[src/inc/btm_pkg.sv]
// Shared constants for the built-in-test stimulus and level monitor
package btm_pkg;

  ////////////////////////////////////////////////////////////////////////////
  // Clock and serial link
  localparam int CLK_HZ     = 125_000_000;
  localparam int BAUD       = 115_200;
  localparam int BIT_CYC    = CLK_HZ / BAUD;
  localparam int HB_MS      = 500;
  localparam int HB_CYC     = (CLK_HZ / 1000) * HB_MS;
  localparam int MON_US     = 1000;
  localparam int MON_CYC    = (CLK_HZ / 1_000_000) * MON_US;

  ////////////////////////////////////////////////////////////////////////////
  // Modulation buffer
  localparam int SAMPLE_BITS = 2;
  localparam int BUF_DEPTH   = 64;
  localparam int NUM_PAT     = 7;
  localparam logic [2:0] USER_PAT = 3'h6;
  localparam int MOD_DIV     = 62;

  ////////////////////////////////////////////////////////////////////////////
  // Converter
  localparam int ADC_BITS     = 12;
  localparam int ADC_CH       = 8;
  localparam int ADC_USED     = 5;
  localparam int ADC_FULL_MV  = 5000;
  localparam int ADC_LSB_UV   = 1220;
  localparam logic [2:0] CH_RF   = 3'h0;
  localparam logic [2:0] CH_TEMP = 3'h1;
  localparam logic [2:0] CH_P15  = 3'h2;
  localparam logic [2:0] CH_P5   = 3'h3;
  localparam logic [2:0] CH_M5   = 3'h4;
  localparam logic [11:0] TEMP_LO = 12'h199;
  localparam logic [11:0] TEMP_HI = 12'h666;
  localparam logic [11:0] SUP_LO  = 12'h99a;
  localparam logic [11:0] SUP_HI  = 12'ha66;
  localparam int PHASE_DB         = 20;
  localparam int LOGAMP_UV_PER_DB = 25_000;
  localparam int PHASE_MIN_CODES  = PHASE_DB * LOGAMP_UV_PER_DB / ADC_LSB_UV;

  ////////////////////////////////////////////////////////////////////////////
  // Command opcodes
  localparam logic [7:0] OP_LOAD  = 8'h01;
  localparam logic [7:0] OP_USER  = 8'h02;
  localparam logic [7:0] OP_START = 8'h03;
  localparam logic [7:0] OP_RFSEL = 8'h04;
  localparam logic [7:0] OP_CONV  = 8'h05;
  localparam logic [7:0] OP_STAT  = 8'h06;

  typedef enum logic [1:0] {RF_SUM, RF_DIFF, RF_OMNI, RF_COMB} btm_rf_type;
  typedef enum logic [1:0] {SEQ_IDLE, SEQ_LOAD, SEQ_PLAY} btm_seq_type;

endpackage : btm_pkg

[src/design/btm_uart_rx.sv]
// Serial receiver, 8 data bits, no parity, one stop bit
`timescale 1ns/1ps
`default_nettype none
module btm_uart_rx #(
  parameter int BIT_CYC = btm_pkg::BIT_CYC
) (
  input  wire logic       mclk_in,
  input  wire logic       rst_in,
  input  wire logic       rxd_in,
  output logic [7:0]      data_out,
  output logic            valid_out
);
  typedef enum logic [1:0] {RX_IDLE, RX_START, RX_DATA, RX_STOP}
    btm_rx_st_type;
  typedef struct packed {
    btm_rx_st_type st;
    logic [15:0]   cnt;
    logic [2:0]    n;
    logic [7:0]    sh;
    logic          valid;
  } btm_rx_type;

  btm_rx_type q, d;

  always_comb begin
    d = q;
    d.valid = 1'b0;
    d.cnt = q.cnt + 16'h0001;
    case (q.st)
      RX_IDLE: begin
        d.cnt = '0;
        if (!rxd_in) d.st = RX_START;
      end
      RX_START: begin
        if (q.cnt == 16'(BIT_CYC / 2 - 1)) begin
          d.cnt = '0;
          d.n = '0;
          d.st = rxd_in ? RX_IDLE : RX_DATA;
        end
      end
      RX_DATA: begin
        if (q.cnt == 16'(BIT_CYC - 1)) begin
          d.cnt = '0;
          d.sh = {rxd_in, q.sh[7:1]};
          d.n = q.n + 3'h1;
          if (q.n == 3'h7) d.st = RX_STOP;
        end
      end
      default: begin
        if (q.cnt == 16'(BIT_CYC - 1)) begin
          d.st = RX_IDLE;
          d.valid = rxd_in;
        end
      end
    endcase
  end

  always_ff @(posedge mclk_in or posedge rst_in) begin
    if (rst_in) q <= '0;
    else q <= d;
  end

  assign data_out  = q.sh;
  assign valid_out = q.valid;
endmodule : btm_uart_rx
`default_nettype wire

[src/design/btm_uart_tx.sv]
// Serial transmitter, 8 data bits, no parity, one stop bit
`timescale 1ns/1ps
`default_nettype none
module btm_uart_tx #(
  parameter int BIT_CYC = btm_pkg::BIT_CYC
) (
  input  wire logic       mclk_in,
  input  wire logic       rst_in,
  input  wire logic [7:0] data_in,
  input  wire logic       valid_in,
  output logic            ready_out,
  output logic            txd_out
);
  typedef struct packed {
    logic        busy;
    logic [15:0] cnt;
    logic [3:0]  n;
    logic [9:0]  sh;
    logic        idle_n;
  } btm_tx_type;

  btm_tx_type q, d;

  always_comb begin
    d = q;
    if (!q.busy) begin
      if (valid_in) begin
        d.busy = 1'b1;
        d.sh = {1'b1, data_in, 1'b0};
        d.cnt = '0;
        d.n = '0;
        d.idle_n = 1'b1;
      end
    end else if (q.cnt == 16'(BIT_CYC - 1)) begin
      d.cnt = '0;
      d.sh = {1'b1, q.sh[9:1]};
      d.n = q.n + 4'h1;
      if (q.n == 4'h9) begin
        d.busy = 1'b0;
        d.idle_n = 1'b0;
      end
    end else begin
      d.cnt = q.cnt + 16'h0001;
    end
  end

  always_ff @(posedge mclk_in or posedge rst_in) begin
    if (rst_in) q <= '0;
    else q <= d;
  end

  assign ready_out = !q.busy;
  assign txd_out   = q.idle_n ? q.sh[0] : 1'b1;
endmodule : btm_uart_tx
`default_nettype wire

[src/design/btm_bit_ctrl.sv]
// Built-in-test sequencer, level measurement control and command slave
`timescale 1ns/1ps
`default_nettype none
module btm_bit_ctrl #(
  parameter int DEPTH   = btm_pkg::BUF_DEPTH,
  parameter int MOD_DIV = btm_pkg::MOD_DIV,
  parameter int MON_CYC = btm_pkg::MON_CYC,
  parameter int HB_CYC  = btm_pkg::HB_CYC,
  parameter int BIT_CYC = btm_pkg::BIT_CYC
) (
  input  wire logic        mclk_in,
  input  wire logic        rst_in,
  input  wire logic        host_rxd_in,
  output logic             host_txd_out,
  output logic             pulse_gate_bit_out,
  output logic             phase_bit_out,
  output logic [1:0]       rf_sel_out,
  output logic [2:0]       adc_ch_out,
  output logic             adc_start_out,
  input  wire logic        adc_done_in,
  input  wire logic [11:0] adc_data_in,
  input  wire logic        synth_lock_in,
  output logic             led_supply_ok_out,
  output logic             led_temp_ok_out,
  output logic             led_lock_ok_out,
  output logic             led_proc_ok_out,
  output logic             seq_busy_out
);
  localparam int IW = $clog2(DEPTH);

  typedef struct packed {
    btm_pkg::btm_seq_type st;
    logic [2:0]             pat;
    logic [IW:0]            idx;
    logic [15:0]            div;
    logic [DEPTH-1:0][1:0]  buff;
    logic [DEPTH-1:0][1:0]  user;
    logic [IW-1:0]          uptr;
    logic                   loaded;
    logic                   gate;
    logic                   phase;
    logic                   have_op;
    logic [7:0]             op;
    btm_pkg::btm_rf_type    rf;
    logic                   hpend;
    logic [2:0]             hch;
    logic                   href;
    logic                   adc_busy;
    logic                   adc_host;
    logic                   adc_ref;
    logic [2:0]             adc_ch;
    logic                   adc_start;
    logic [2:0]             mch;
    logic [23:0]            mtmr;
    logic                   mreq;
    logic                   temp_ok;
    logic                   p15_ok;
    logic                   p5_ok;
    logic                   m5_ok;
    logic [11:0]            ref_lvl;
    logic                   phase_pass;
    logic [1:0]             tx_cnt;
    logic [7:0]             tx_b0;
    logic [7:0]             tx_b1;
    logic [27:0]            hb_tmr;
    logic                   hb;
  } btm_state_type;

  btm_state_type q, d;
  logic [7:0]    rx_data;
  logic          rx_valid;
  logic          tx_ready;
  logic          tick;

  ////////////////////////////////////////////////////////////////////////////
  // Helpers
  function automatic logic [1:0] pat_sample(input logic [2:0] p,
                                            input logic [IW:0] i);
    logic [IW:0] sp;
    logic        g;
    logic        ph;
    sp = (IW+1)'({p, 2'b00}) + (IW+1)'(8);
    g  = (i < (IW+1)'(2)) || (i >= sp && i < sp + (IW+1)'(2));
    ph = (p >= 3'h4) && (i >= sp) && i[0];
    return {ph, g};
  endfunction : pat_sample

  function automatic logic [11:0] absdiff(input logic [11:0] a,
                                          input logic [11:0] b);
    return (a > b) ? a - b : b - a;
  endfunction : absdiff

  function automatic logic mon_ok(input logic [2:0] ch,
                                  input logic [11:0] c);
    if (ch == btm_pkg::CH_TEMP)
      return c >= btm_pkg::TEMP_LO && c <= btm_pkg::TEMP_HI;
    return c >= btm_pkg::SUP_LO && c <= btm_pkg::SUP_HI;
  endfunction : mon_ok

  ////////////////////////////////////////////////////////////////////////////
  // Serial command port
  btm_uart_rx #(.BIT_CYC(BIT_CYC)) u_btm_uart_rx (
    .mclk_in   (mclk_in),
    .rst_in    (rst_in),
    .rxd_in    (host_rxd_in),
    .data_out  (rx_data),
    .valid_out (rx_valid)
  );

  btm_uart_tx #(.BIT_CYC(BIT_CYC)) u_btm_uart_tx (
    .mclk_in   (mclk_in),
    .rst_in    (rst_in),
    .data_in   (q.tx_b0),
    .valid_in  (q.tx_cnt != 2'h0),
    .ready_out (tx_ready),
    .txd_out   (host_txd_out)
  );

  assign tick = (q.div == 16'(MOD_DIV - 1));

  ////////////////////////////////////////////////////////////////////////////
  // Next state
  always_comb begin
    d = q;
    d.adc_start = 1'b0;
    // Reply drain
    if (q.tx_cnt != 2'h0 && tx_ready) begin
      d.tx_b0 = q.tx_b1;
      d.tx_cnt = q.tx_cnt - 2'h1;
    end
    // Commands: decoded only when a host byte arrives
    if (rx_valid && !q.have_op) begin
      case (rx_data)
        btm_pkg::OP_START: begin
          if (q.st == btm_pkg::SEQ_IDLE && q.loaded) begin
            d.st = btm_pkg::SEQ_PLAY;
            d.idx = '0;
            d.div = '0;
          end
        end
        btm_pkg::OP_STAT: begin
          if (q.tx_cnt == 2'h0) begin
            d.tx_b0 = {q.phase_pass, synth_lock_in, q.temp_ok, q.p15_ok,
                       q.p5_ok, q.m5_ok, seq_busy_out, q.loaded};
            d.tx_cnt = 2'h1;
          end
        end
        btm_pkg::OP_LOAD, btm_pkg::OP_USER, btm_pkg::OP_RFSEL,
        btm_pkg::OP_CONV: begin
          d.have_op = 1'b1;
          d.op = rx_data;
        end
        default: ;
      endcase
    end else if (rx_valid) begin
      d.have_op = 1'b0;
      case (q.op)
        btm_pkg::OP_LOAD: begin
          if (q.st == btm_pkg::SEQ_IDLE && rx_data[7:3] == 5'h00 &&
              rx_data[2:0] < 3'(btm_pkg::NUM_PAT)) begin
            d.st = btm_pkg::SEQ_LOAD;
            d.pat = rx_data[2:0];
            d.idx = '0;
            d.loaded = 1'b0;
          end
        end
        btm_pkg::OP_USER: begin
          if (rx_data[7]) begin
            d.uptr = '0;
          end else begin
            d.user[q.uptr] = rx_data[1:0];
            d.uptr = q.uptr + IW'(1);
          end
        end
        btm_pkg::OP_RFSEL: d.rf = btm_pkg::btm_rf_type'(rx_data[1:0]);
        btm_pkg::OP_CONV: begin
          if (!q.hpend) begin
            d.hpend = 1'b1;
            d.hch = rx_data[2:0];
            d.href = rx_data[7];
          end
        end
        default: ;
      endcase
    end
    // Sequencer
    case (q.st)
      btm_pkg::SEQ_LOAD: begin
        d.buff[q.idx[IW-1:0]] = (q.pat == btm_pkg::USER_PAT) ?
          q.user[q.idx[IW-1:0]] : pat_sample(q.pat, q.idx);
        d.idx = q.idx + (IW+1)'(1);
        if (q.idx == (IW+1)'(DEPTH - 1)) begin
          d.st = btm_pkg::SEQ_IDLE;
          d.loaded = 1'b1;
        end
      end
      btm_pkg::SEQ_PLAY: begin
        d.div = tick ? 16'h0000 : q.div + 16'h0001;
        if (tick) begin
          if (q.idx == (IW+1)'(DEPTH)) begin
            d.gate = 1'b0;
            d.phase = 1'b0;
            d.st = btm_pkg::SEQ_IDLE;
          end else begin
            d.gate = q.buff[q.idx[IW-1:0]][0];
            d.phase = q.buff[q.idx[IW-1:0]][1];
            d.idx = q.idx + (IW+1)'(1);
          end
        end
      end
      default: ;
    endcase
    // Background monitor timer
    if (q.mtmr == 24'(MON_CYC - 1)) begin
      d.mtmr = '0;
      d.mreq = 1'b1;
    end else begin
      d.mtmr = q.mtmr + 24'h000001;
    end
    // Converter control
    if (!q.adc_busy) begin
      if (q.hpend) begin
        d.hpend = 1'b0;
        d.adc_busy = 1'b1;
        d.adc_host = 1'b1;
        d.adc_ref = q.href;
        d.adc_ch = q.hch;
        d.adc_start = 1'b1;
      end else if (q.mreq) begin
        d.mreq = (q.mtmr == 24'(MON_CYC - 1));
        d.adc_busy = 1'b1;
        d.adc_host = 1'b0;
        d.adc_ch = q.mch;
        d.adc_start = 1'b1;
      end
    end else if (adc_done_in) begin
      d.adc_busy = 1'b0;
      if (q.adc_host) begin
        if (q.tx_cnt == 2'h0) begin
          d.tx_b0 = {4'h0, adc_data_in[11:8]};
          d.tx_b1 = adc_data_in[7:0];
          d.tx_cnt = 2'h2;
        end
        if (q.adc_ref) begin
          d.ref_lvl = adc_data_in;
        end else if (q.adc_ch == btm_pkg::CH_RF &&
                     q.rf == btm_pkg::RF_COMB) begin
          d.phase_pass = absdiff(adc_data_in, q.ref_lvl) >=
                         12'(btm_pkg::PHASE_MIN_CODES);
        end
      end else begin
        case (q.adc_ch)
          btm_pkg::CH_TEMP: d.temp_ok = mon_ok(q.adc_ch, adc_data_in);
          btm_pkg::CH_P15:  d.p15_ok = mon_ok(q.adc_ch, adc_data_in);
          btm_pkg::CH_P5:   d.p5_ok = mon_ok(q.adc_ch, adc_data_in);
          btm_pkg::CH_M5:   d.m5_ok = mon_ok(q.adc_ch, adc_data_in);
          default: ;
        endcase
        d.mch = (q.mch == btm_pkg::CH_M5) ? btm_pkg::CH_TEMP :
                q.mch + 3'h1;
      end
    end
    // Processor heartbeat
    if (q.hb_tmr == 28'(HB_CYC - 1)) begin
      d.hb_tmr = '0;
      d.hb = !q.hb;
    end else begin
      d.hb_tmr = q.hb_tmr + 28'h0000001;
    end
  end

  always_ff @(posedge mclk_in or posedge rst_in) begin
    if (rst_in) q <= '0;
    else q <= d;
  end

  ////////////////////////////////////////////////////////////////////////////
  // Outputs
  assign pulse_gate_bit_out = q.gate;
  assign phase_bit_out      = q.phase;
  assign rf_sel_out         = q.rf;
  assign adc_ch_out         = q.adc_ch;
  assign adc_start_out      = q.adc_start;
  assign led_supply_ok_out  = q.p15_ok && q.p5_ok && q.m5_ok;
  assign led_temp_ok_out    = q.temp_ok;
  assign led_lock_ok_out    = synth_lock_in;
  assign led_proc_ok_out    = q.hb;
  assign seq_busy_out       = q.st != btm_pkg::SEQ_IDLE;

  ////////////////////////////////////////////////////////////////////////////
  // Checks
  property p_gate_idle;
    @(posedge mclk_in) disable iff (rst_in)
      q.st != btm_pkg::SEQ_PLAY |-> !pulse_gate_bit_out && !phase_bit_out;
  endproperty
  a_gate_idle: assert property (p_gate_idle)
    else $error("gate active outside playback");

  property p_last_sample;
    @(posedge mclk_in) disable iff (rst_in)
      q.st == btm_pkg::SEQ_PLAY && q.idx == (IW+1)'(DEPTH) && tick
      |=> q.st == btm_pkg::SEQ_IDLE && !pulse_gate_bit_out;
  endproperty
  a_last_sample: assert property (p_last_sample)
    else $error("sequencer did not stop after last sample");

  property p_one_shot;
    @(posedge mclk_in) disable iff (rst_in)
      q.st == btm_pkg::SEQ_IDLE &&
      !(rx_valid && !q.have_op && rx_data == btm_pkg::OP_START)
      |=> q.st != btm_pkg::SEQ_PLAY;
  endproperty
  a_one_shot: assert property (p_one_shot)
    else $error("playback began without a start command");

  property p_no_restart;
    @(posedge mclk_in) disable iff (rst_in)
      q.st == btm_pkg::SEQ_PLAY |=> q.idx >= $past(q.idx);
  endproperty
  a_no_restart: assert property (p_no_restart)
    else $error("running sequence was restarted");

  property p_sample_rate;
    @(posedge mclk_in) disable iff (rst_in)
      q.st == btm_pkg::SEQ_PLAY && !tick
      |=> $stable(q.idx) && $stable(pulse_gate_bit_out);
  endproperty
  a_sample_rate: assert property (p_sample_rate)
    else $error("sample advanced between modulation ticks");

  property p_adc_cmd;
    @(posedge mclk_in) disable iff (rst_in)
      adc_start_out |-> q.adc_busy && !$past(q.adc_busy);
  endproperty
  a_adc_cmd: assert property (p_adc_cmd)
    else $error("conversion start while converter busy");

  property p_rfsel;
    @(posedge mclk_in) disable iff (rst_in)
      rx_valid && q.have_op && q.op == btm_pkg::OP_RFSEL
      |=> rf_sel_out == $past(rx_data[1:0]);
  endproperty
  a_rfsel: assert property (p_rfsel)
    else $error("input select did not follow command");

  property p_reply_req;
    @(posedge mclk_in) disable iff (rst_in)
      $rose(q.tx_cnt != 2'h0)
      |-> $past(rx_valid) || $past(adc_done_in && q.adc_host);
  endproperty
  a_reply_req: assert property (p_reply_req)
    else $error("unsolicited reply");

  property p_phase;
    @(posedge mclk_in) disable iff (rst_in)
      adc_done_in && q.adc_busy && q.adc_host && !q.adc_ref &&
      q.adc_ch == btm_pkg::CH_RF && q.rf == btm_pkg::RF_COMB
      |=> q.phase_pass == (absdiff($past(adc_data_in), $past(q.ref_lvl))
                           >= 12'(btm_pkg::PHASE_MIN_CODES));
  endproperty
  a_phase: assert property (p_phase)
    else $error("phase swing verdict wrong");
endmodule : btm_bit_ctrl
`default_nettype wire

[config.mk]
export PLATFORM = sky130hd
export DESIGN_NAME = btm_bit_ctrl
export DESIGN_NICKNAME = d
export VERILOG_FILES = /design/src/inc/btm_pkg.sv /design/src/design/btm_uart_rx.sv /design/src/design/btm_uart_tx.sv /design/src/design/btm_bit_ctrl.sv
export SDC_FILE = /design/constraint.sdc
export NUM_CORES = 1
export LEC_CHECK = 0
export ABC_AREA = 1
export BUFFER_PORTS_ARGS = -buffer_cell sky130_fd_sc_hd__clkbuf_2
export CORE_MARGIN = 3
export CORE_UTILIZATION = 64
export CTS_CLUSTER_SIZE = 40
export DETAILED_ROUTE_END_ITERATION = 6
export PLACE_DENSITY = 0.81
export SLEW_MARGIN = 10
export SYNTH_ARGS = -nofsm -noshare
export SYNTH_HDL_FRONTEND = slang
export SYNTH_SLANG_ARGS = --single-unit
[constraint.sdc]
create_clock -name mclk_in -period 17.9 [get_ports mclk_in]
set_input_delay 3.58 -clock mclk_in [delete_from_list [all_inputs] [get_ports mclk_in]]
set_output_delay 3.58 -clock mclk_in [all_outputs]
set_load 0.01 [all_outputs]
==> flow_summary.html <==
<table>
<tr><th>Metric</th><th>Value</th></tr>
<tr><th colspan="2">Setup path</th></tr>
<tr><td>Worst-path cell with the longest stage delay</td><td>sky130_fd_sc_hd__clkbuf_2</td></tr>
<tr><td>CP Data Required Time</td><td>14.32 ns</td></tr>
<tr><td>Gate family responsible for the most delay along the worst path</td><td>buffers and inverters</td></tr>
<tr><td>Crit path buffers/inverters</td><td>2</td></tr>
<tr><td>Maximum fanout along the worst path</td><td>2</td></tr>
<tr><td>Cell-by-cell listing of the critical path</td><td>clkbuf_2 &gt; clkbuf_2</td></tr>
<tr><td>Critical Path Max Stage Delay</td><td>0.12 ns</td></tr>
<tr><td>Crit path kind</td><td>in -&gt; out</td></tr>
<tr><td>Crit path launch type</td><td>input pin</td></tr>
<tr><td>Worst setup EP type</td><td>output port</td></tr>
<tr><td>Cell seen most often among critical-path stages</td><td>sky130_fd_sc_hd__clkbuf_2</td></tr>
<tr><td>Data arrival time of the critical path</td><td>3.80 ns</td></tr>
<tr><th colspan="2">GRT</th></tr>
<tr><td>Number of antenna violations at the first check in global routing</td><td>0</td></tr>
<tr><td>Busiest layer in global routing</td><td>met2</td></tr>
<tr><td>Met3 Resource Use GR</td><td>0.0568</td></tr>
<tr><td>Met1 Use GR</td><td>0.424</td></tr>
<tr><td>Largest net degree at the start of global routing</td><td>178</td></tr>
<tr><td>Final global-route overflow total</td><td>0</td></tr>
<tr><td>Grt met2 use</td><td>0.530</td></tr>
<tr><td>First-pass GRT wire length</td><td>110 mm</td></tr>
<tr><td>Vias in the first global route</td><td>22100</td></tr>
<tr><td>Global router's overall resource usage</td><td>0.323</td></tr>
<tr><th colspan="2">Floorplan</th></tr>
<tr><td>Standard-cell row count</td><td>71</td></tr>
<tr><td>Core region area</td><td>38100 sq um</td></tr>
<tr><td>Top-Level Pins</td><td>31</td></tr>
<tr><td>Width of the chip</td><td>204 um</td></tr>
<tr><td>Overall die height</td><td>204 um</td></tr>
<tr><td>Area enclosed by the die boundary</td><td>41500 sq um</td></tr>
<tr><td>Initial standard-cell utilization of the core</td><td>0.656</td></tr>
<tr><th colspan="2">Detailed routing</th></tr>
<tr><td>Final wirelength</td><td>66.5 mm</td></tr>
<tr><td>Antenna Nets Post-Route</td><td>0</td></tr>
<tr><td>DRC violations left</td><td>0</td></tr>
<tr><td>DRC marker count from the first detailed-route iteration</td><td>2490</td></tr>
<tr><td>Number of detailed-route iterations in the first pass</td><td>6</td></tr>
<tr><td>Vias per Instance</td><td>5.88</td></tr>
<tr><td>Detailed-route wire length per cell</td><td>17.2 um</td></tr>
<tr><td>Via count</td><td>22700</td></tr>
<tr><th colspan="2">Flow run</th></tr>
<tr><td>Number of max-cap violations</td><td>0</td></tr>
<tr><th colspan="2">Power</th></tr>
<tr><td>Internal Power</td><td>1.74 mW</td></tr>
<tr><td>Static power due to leakage</td><td>13.2 nW</td></tr>
<tr><td>Portion of total power attributed to the clock network</td><td>0.497</td></tr>
<tr><td>Logic pwr share</td><td>0.023</td></tr>
<tr><td>Switching share of power</td><td>0.216</td></tr>
<tr><td>Peak supply drop</td><td>0.0784 mV</td></tr>
<tr><td>Total power per unit cell area</td><td>81.6 nW/um^2</td></tr>
<tr><td>Flop pwr share</td><td>0.481</td></tr>
<tr><td>NetSw</td><td>0.479 mW</td></tr>
<tr><th colspan="2">Clock tree</th></tr>
<tr><td>CTS sink cnt</td><td>470</td></tr>
<tr><td>TritonCTS clock tree</td><td>yes</td></tr>
<tr><td>Maximum root-to-sink buffer count</td><td>3</td></tr>
<tr><td>H-Tree Level Count</td><td>2</td></tr>
<tr><td>Post-CTS Repair Setup Buffers</td><td>0</td></tr>
<tr><td>Clock latency of the later-clocked register in the worst-skew pair</td><td>0.60 ns</td></tr>
<tr><td>Clock root buffer</td><td>sky130_fd_sc_hd__clkbuf_16</td></tr>
<tr><td>Worst-path clk slew</td><td>0.06 ns</td></tr>
<tr><td>Count of instances resized after the clock tree is built</td><td>0</td></tr>
<tr><td>Number of buffers created by CTS</td><td>50</td></tr>
<tr><td>Hold_buf cts</td><td>0</td></tr>
<tr><th colspan="2">Layout</th></tr>
<tr><td>Design area</td><td>27100 sq um</td></tr>
<tr><td>Number of fillers in the final layout</td><td>2964</td></tr>
<tr><td>Antenna diode count</td><td>0</td></tr>
<tr><td>Commonest cells after routing, fill and taps aside</td><td>sky130_fd_sc_hd__nand2_1 (1117), sky130_fd_sc_hd__dfrtp_1 (470), sky130_fd_sc_hd__inv_1 (375)</td></tr>
<tr><td>Share of post-route cells with drive strength above 1</td><td>0.0498</td></tr>
<tr><td>Layout Nets</td><td>3382</td></tr>
<tr><td>Signed area change from the synthesized netlist to the final layout</td><td>8.57%</td></tr>
<tr><td>Most frequent standard cell in the layout excluding fill and tap cells</td><td>sky130_fd_sc_hd__nand2_1</td></tr>
<tr><th colspan="2">STA</th></tr>
<tr><td>Worst Skew</td><td>0.0211 ns</td></tr>
<tr><td>Clock period minus final worst setup slack</td><td>7.38 ns</td></tr>
<tr><td>Slew at the pin with the worst max-slew slack</td><td>1.26 ns</td></tr>
<tr><td>Relative slew slack</td><td>0.150</td></tr>
<tr><td>Final clock period utilization by the worst path</td><td>0.412</td></tr>
<tr><td>Accumulated negative setup slack</td><td>0 ns</td></tr>
<tr><td>F_max</td><td>136 MHz</td></tr>
<tr><td>RSZ-0062 raised after global routing</td><td>false</td></tr>
<tr><td>Endpoints failing hold</td><td>0</td></tr>
<tr><td>Final count of negative-setup-slack endpoints</td><td>0</td></tr>
<tr><td>Setup ws final</td><td>10.52 ns</td></tr>
<tr><td>Slew Viols, Final</td><td>0</td></tr>
<tr><th colspan="2">Synthesis</th></tr>
<tr><td>Compound-cell area share of the yosys netlist</td><td>0.101</td></tr>
<tr><td>Synthesized cell area</td><td>25000 sq um</td></tr>
<tr><td>Flip-flop and latch count after synthesis</td><td>470</td></tr>
<tr><td>Post-synthesis adder-cell area fraction</td><td>0.0271</td></tr>
<tr><td>Synthesized instance count</td><td>3305</td></tr>
<tr><td>Post-Syn Nets</td><td>3375</td></tr>
<tr><td>Synth warn</td><td>0</td></tr>
<tr><td>Post-synthesis share of cell area spent on and, or, nand and nor gates</td><td>0.301</td></tr>
<tr><td>Number of distinct standard cells referenced by the synthesized netlist</td><td>56</td></tr>
<tr><td>Part of the Yosys area used for sequential elements</td><td>0.470</td></tr>
<tr><td>Share of the synthesized netlist area taken by xor and xnor gates</td><td>0.0186</td></tr>
<tr><td>Largest family of logic cells by synthesized area</td><td>simple AND/OR/NAND/NOR gates</td></tr>
<tr><td>Fraction of synthesized area in multiplexers</td><td>0</td></tr>
<tr><td>Post-synthesis average cell area</td><td>7.56 sq um</td></tr>
<tr><th colspan="2">Hold path</th></tr>
<tr><td>Type of the tightest min-delay check</td><td>reg -&gt; reg</td></tr>
<tr><th colspan="2">Place</th></tr>
<tr><td>Final estimated routing congestion in global placement</td><td>0.919</td></tr>
<tr><td>Area after DPL</td><td>25400 sq um</td></tr>
<tr><td>Estimated wirelength of the detail-placed design</td><td>42.6 mm</td></tr>
<tr><td>Port-buffer cells</td><td>30</td></tr>
<tr><td>Worst slack at placement</td><td>10.52 ns</td></tr>
<tr><th colspan="2">Outcome</th></tr>
<tr><td>Run status</td><td>completed</td></tr>
</table>
-- worst paths after layout --
| kind | start | to | slack [ns] | depth (start not counted) |
|---|---|---|---|---|
| hold reg to reg | u_btm_uart_tx.q[10]$_DFFE_PP0P_ | u_btm_uart_tx.q[10]$_DFFE_PP0P_ | 0.48 | 1 |
| max in group asynchronous | rst_in | q[314]$_DFFE_PP0P_ | 12.48 | 4 |
| setup / recovery | synth_lock_in | led_lock_ok_out | 10.52 | 2 |
| min in group asynchronous | rst_in | q[76]$_DFF_PP0_ | 3.11 | 2 |
| setup reg to reg | q[398]$_DFF_PP0_ | q[280]$_DFFE_PP0P_ | 13.81 | 11 |
| hold / removal | u_btm_uart_tx.q[10]$_DFFE_PP0P_ | u_btm_uart_tx.q[10]$_DFFE_PP0P_ | 0.48 | 1 |
-- layer usage --
layer	up-vias	share of wire
li1	10700	-
met1	10800	0.40
met2	1057	0.47
met3	219	0.089
met4	0	0.042
met5	-	0
-- Yosys cell counts (all sizes together) --
cell / n / share of area
clkbuf: 39 / 0.0059
inv: 380 / 0.057
nand3b: 2 / 0.00060
xor2: 41 / 0.014
o211ai: 11 / 0.0033
fa: 2 / 0.0016
xnor2: 12 / 0.0042
o32ai: 4 / 0.0014
a221oi: 1 / 0.00035
a21o: 1 / 0.00030
nor4b: 1 / 0.00035
o2111ai: 1 / 0.00035
nor3: 67 / 0.014
a21oi: 78 / 0.016
dfrtp: 470 / 0.47
clkinv: 1 / 0.00015
nand4: 69 / 0.017
nand2: 1120 / 0.17
o22ai: 23 / 0.0058
ha: 51 / 0.026
nor2: 272 / 0.042
nand3: 242 / 0.049
or4: 1 / 0.00030
or2: 9 / 0.0023
nor4: 19 / 0.0048
a311oi: 4 / 0.0014
o31ai: 6 / 0.0029
a31oi: 4 / 0.0010
and2: 1 / 0.00025
o21a: 4 / 0.0012
o221ai: 1 / 0.00035
o311ai: 1 / 0.0011
a211oi: 5 / 0.0015
o21bai: 5 / 0.0015
a32o: 1 / 0.00040
a22oi: 30 / 0.0090
o211a: 1 / 0.00040
and3: 1 / 0.00025
a22o: 4 / 0.0014
o21ai: 258 / 0.052
nor3b: 5 / 0.0015
buf: 57 / 0.019
-- registers in the layout, indices dropped and copies added (netlist names) --
register / cells
phase_bit_out: 1
rf_sel_out: 2
adc_start_out: 1
u_btm_uart_rx.q: 21
u_btm_uart_rx.data_out: 8
led_proc_ok_out: 1
adc_ch_out: 3
q: 398
pulse_gate_bit_out: 1
u_btm_uart_tx.q: 32
led_temp_ok_out: 1
u_btm_uart_rx.valid_out: 1
-- per-stage QoR --
stage | hold WS, ns | total power, mW | util | std cells
after floorplan | 0.440 | 1.12 | - | 3305
after global placement | 0.457 | 1.13 | 0.666 | 3771
after detailed placement | 0.466 | 1.13 | 0.666 | 3771
after CTS | 0.482 | 2.23 | 0.712 | 3863
after global routing | 0.495 | 2.28 | 0.712 | 3863
final | 0.479 | 2.21 | 0.712 | 3863
-- cells by family (layout without fill, tap and decap cells) --
kind of cell | Yosys count | count (layout)
AND/OR/NAND/NOR | 1809 | 1809
AO/OA/AOI/OAI | 443 | 443
XOR/XNOR | 53 | 53
buffers and inverters | 477 | 524
adder cells (fa/ha/maj) | 53 | 53
flip-flops | 470 | 470
-- final cells by class --
cell class | count | area, sq um | area share
sequential | 470 | 11800 | 0.433
multi-input combinational | 2358 | 11200 | 0.413
clock buffer | 72 | 1490 | 0.0547
inverter | 381 | 1440 | 0.0530
tap | 511 | 639 | 0.0236
timing repair buffer | 51 | 333 | 0.0123
clock inverter | 20 | 263 | 0.00968
-- power by group through the flow --
stage | registers [mW] | clock network (mW) | logic (mW)
final | 1.06 | 1.10 | 0.0504
after CTS | 1.06 | 1.11 | 0.0513
after floorplan | 1.08 | 0 | 0.0349
after detailed placement | 1.08 | 0 | 0.0511
after global routing | 1.06 | 1.16 | 0.0590
after global placement | 1.08 | 0 | 0.0500
Power figures use the tool's default switching activity.
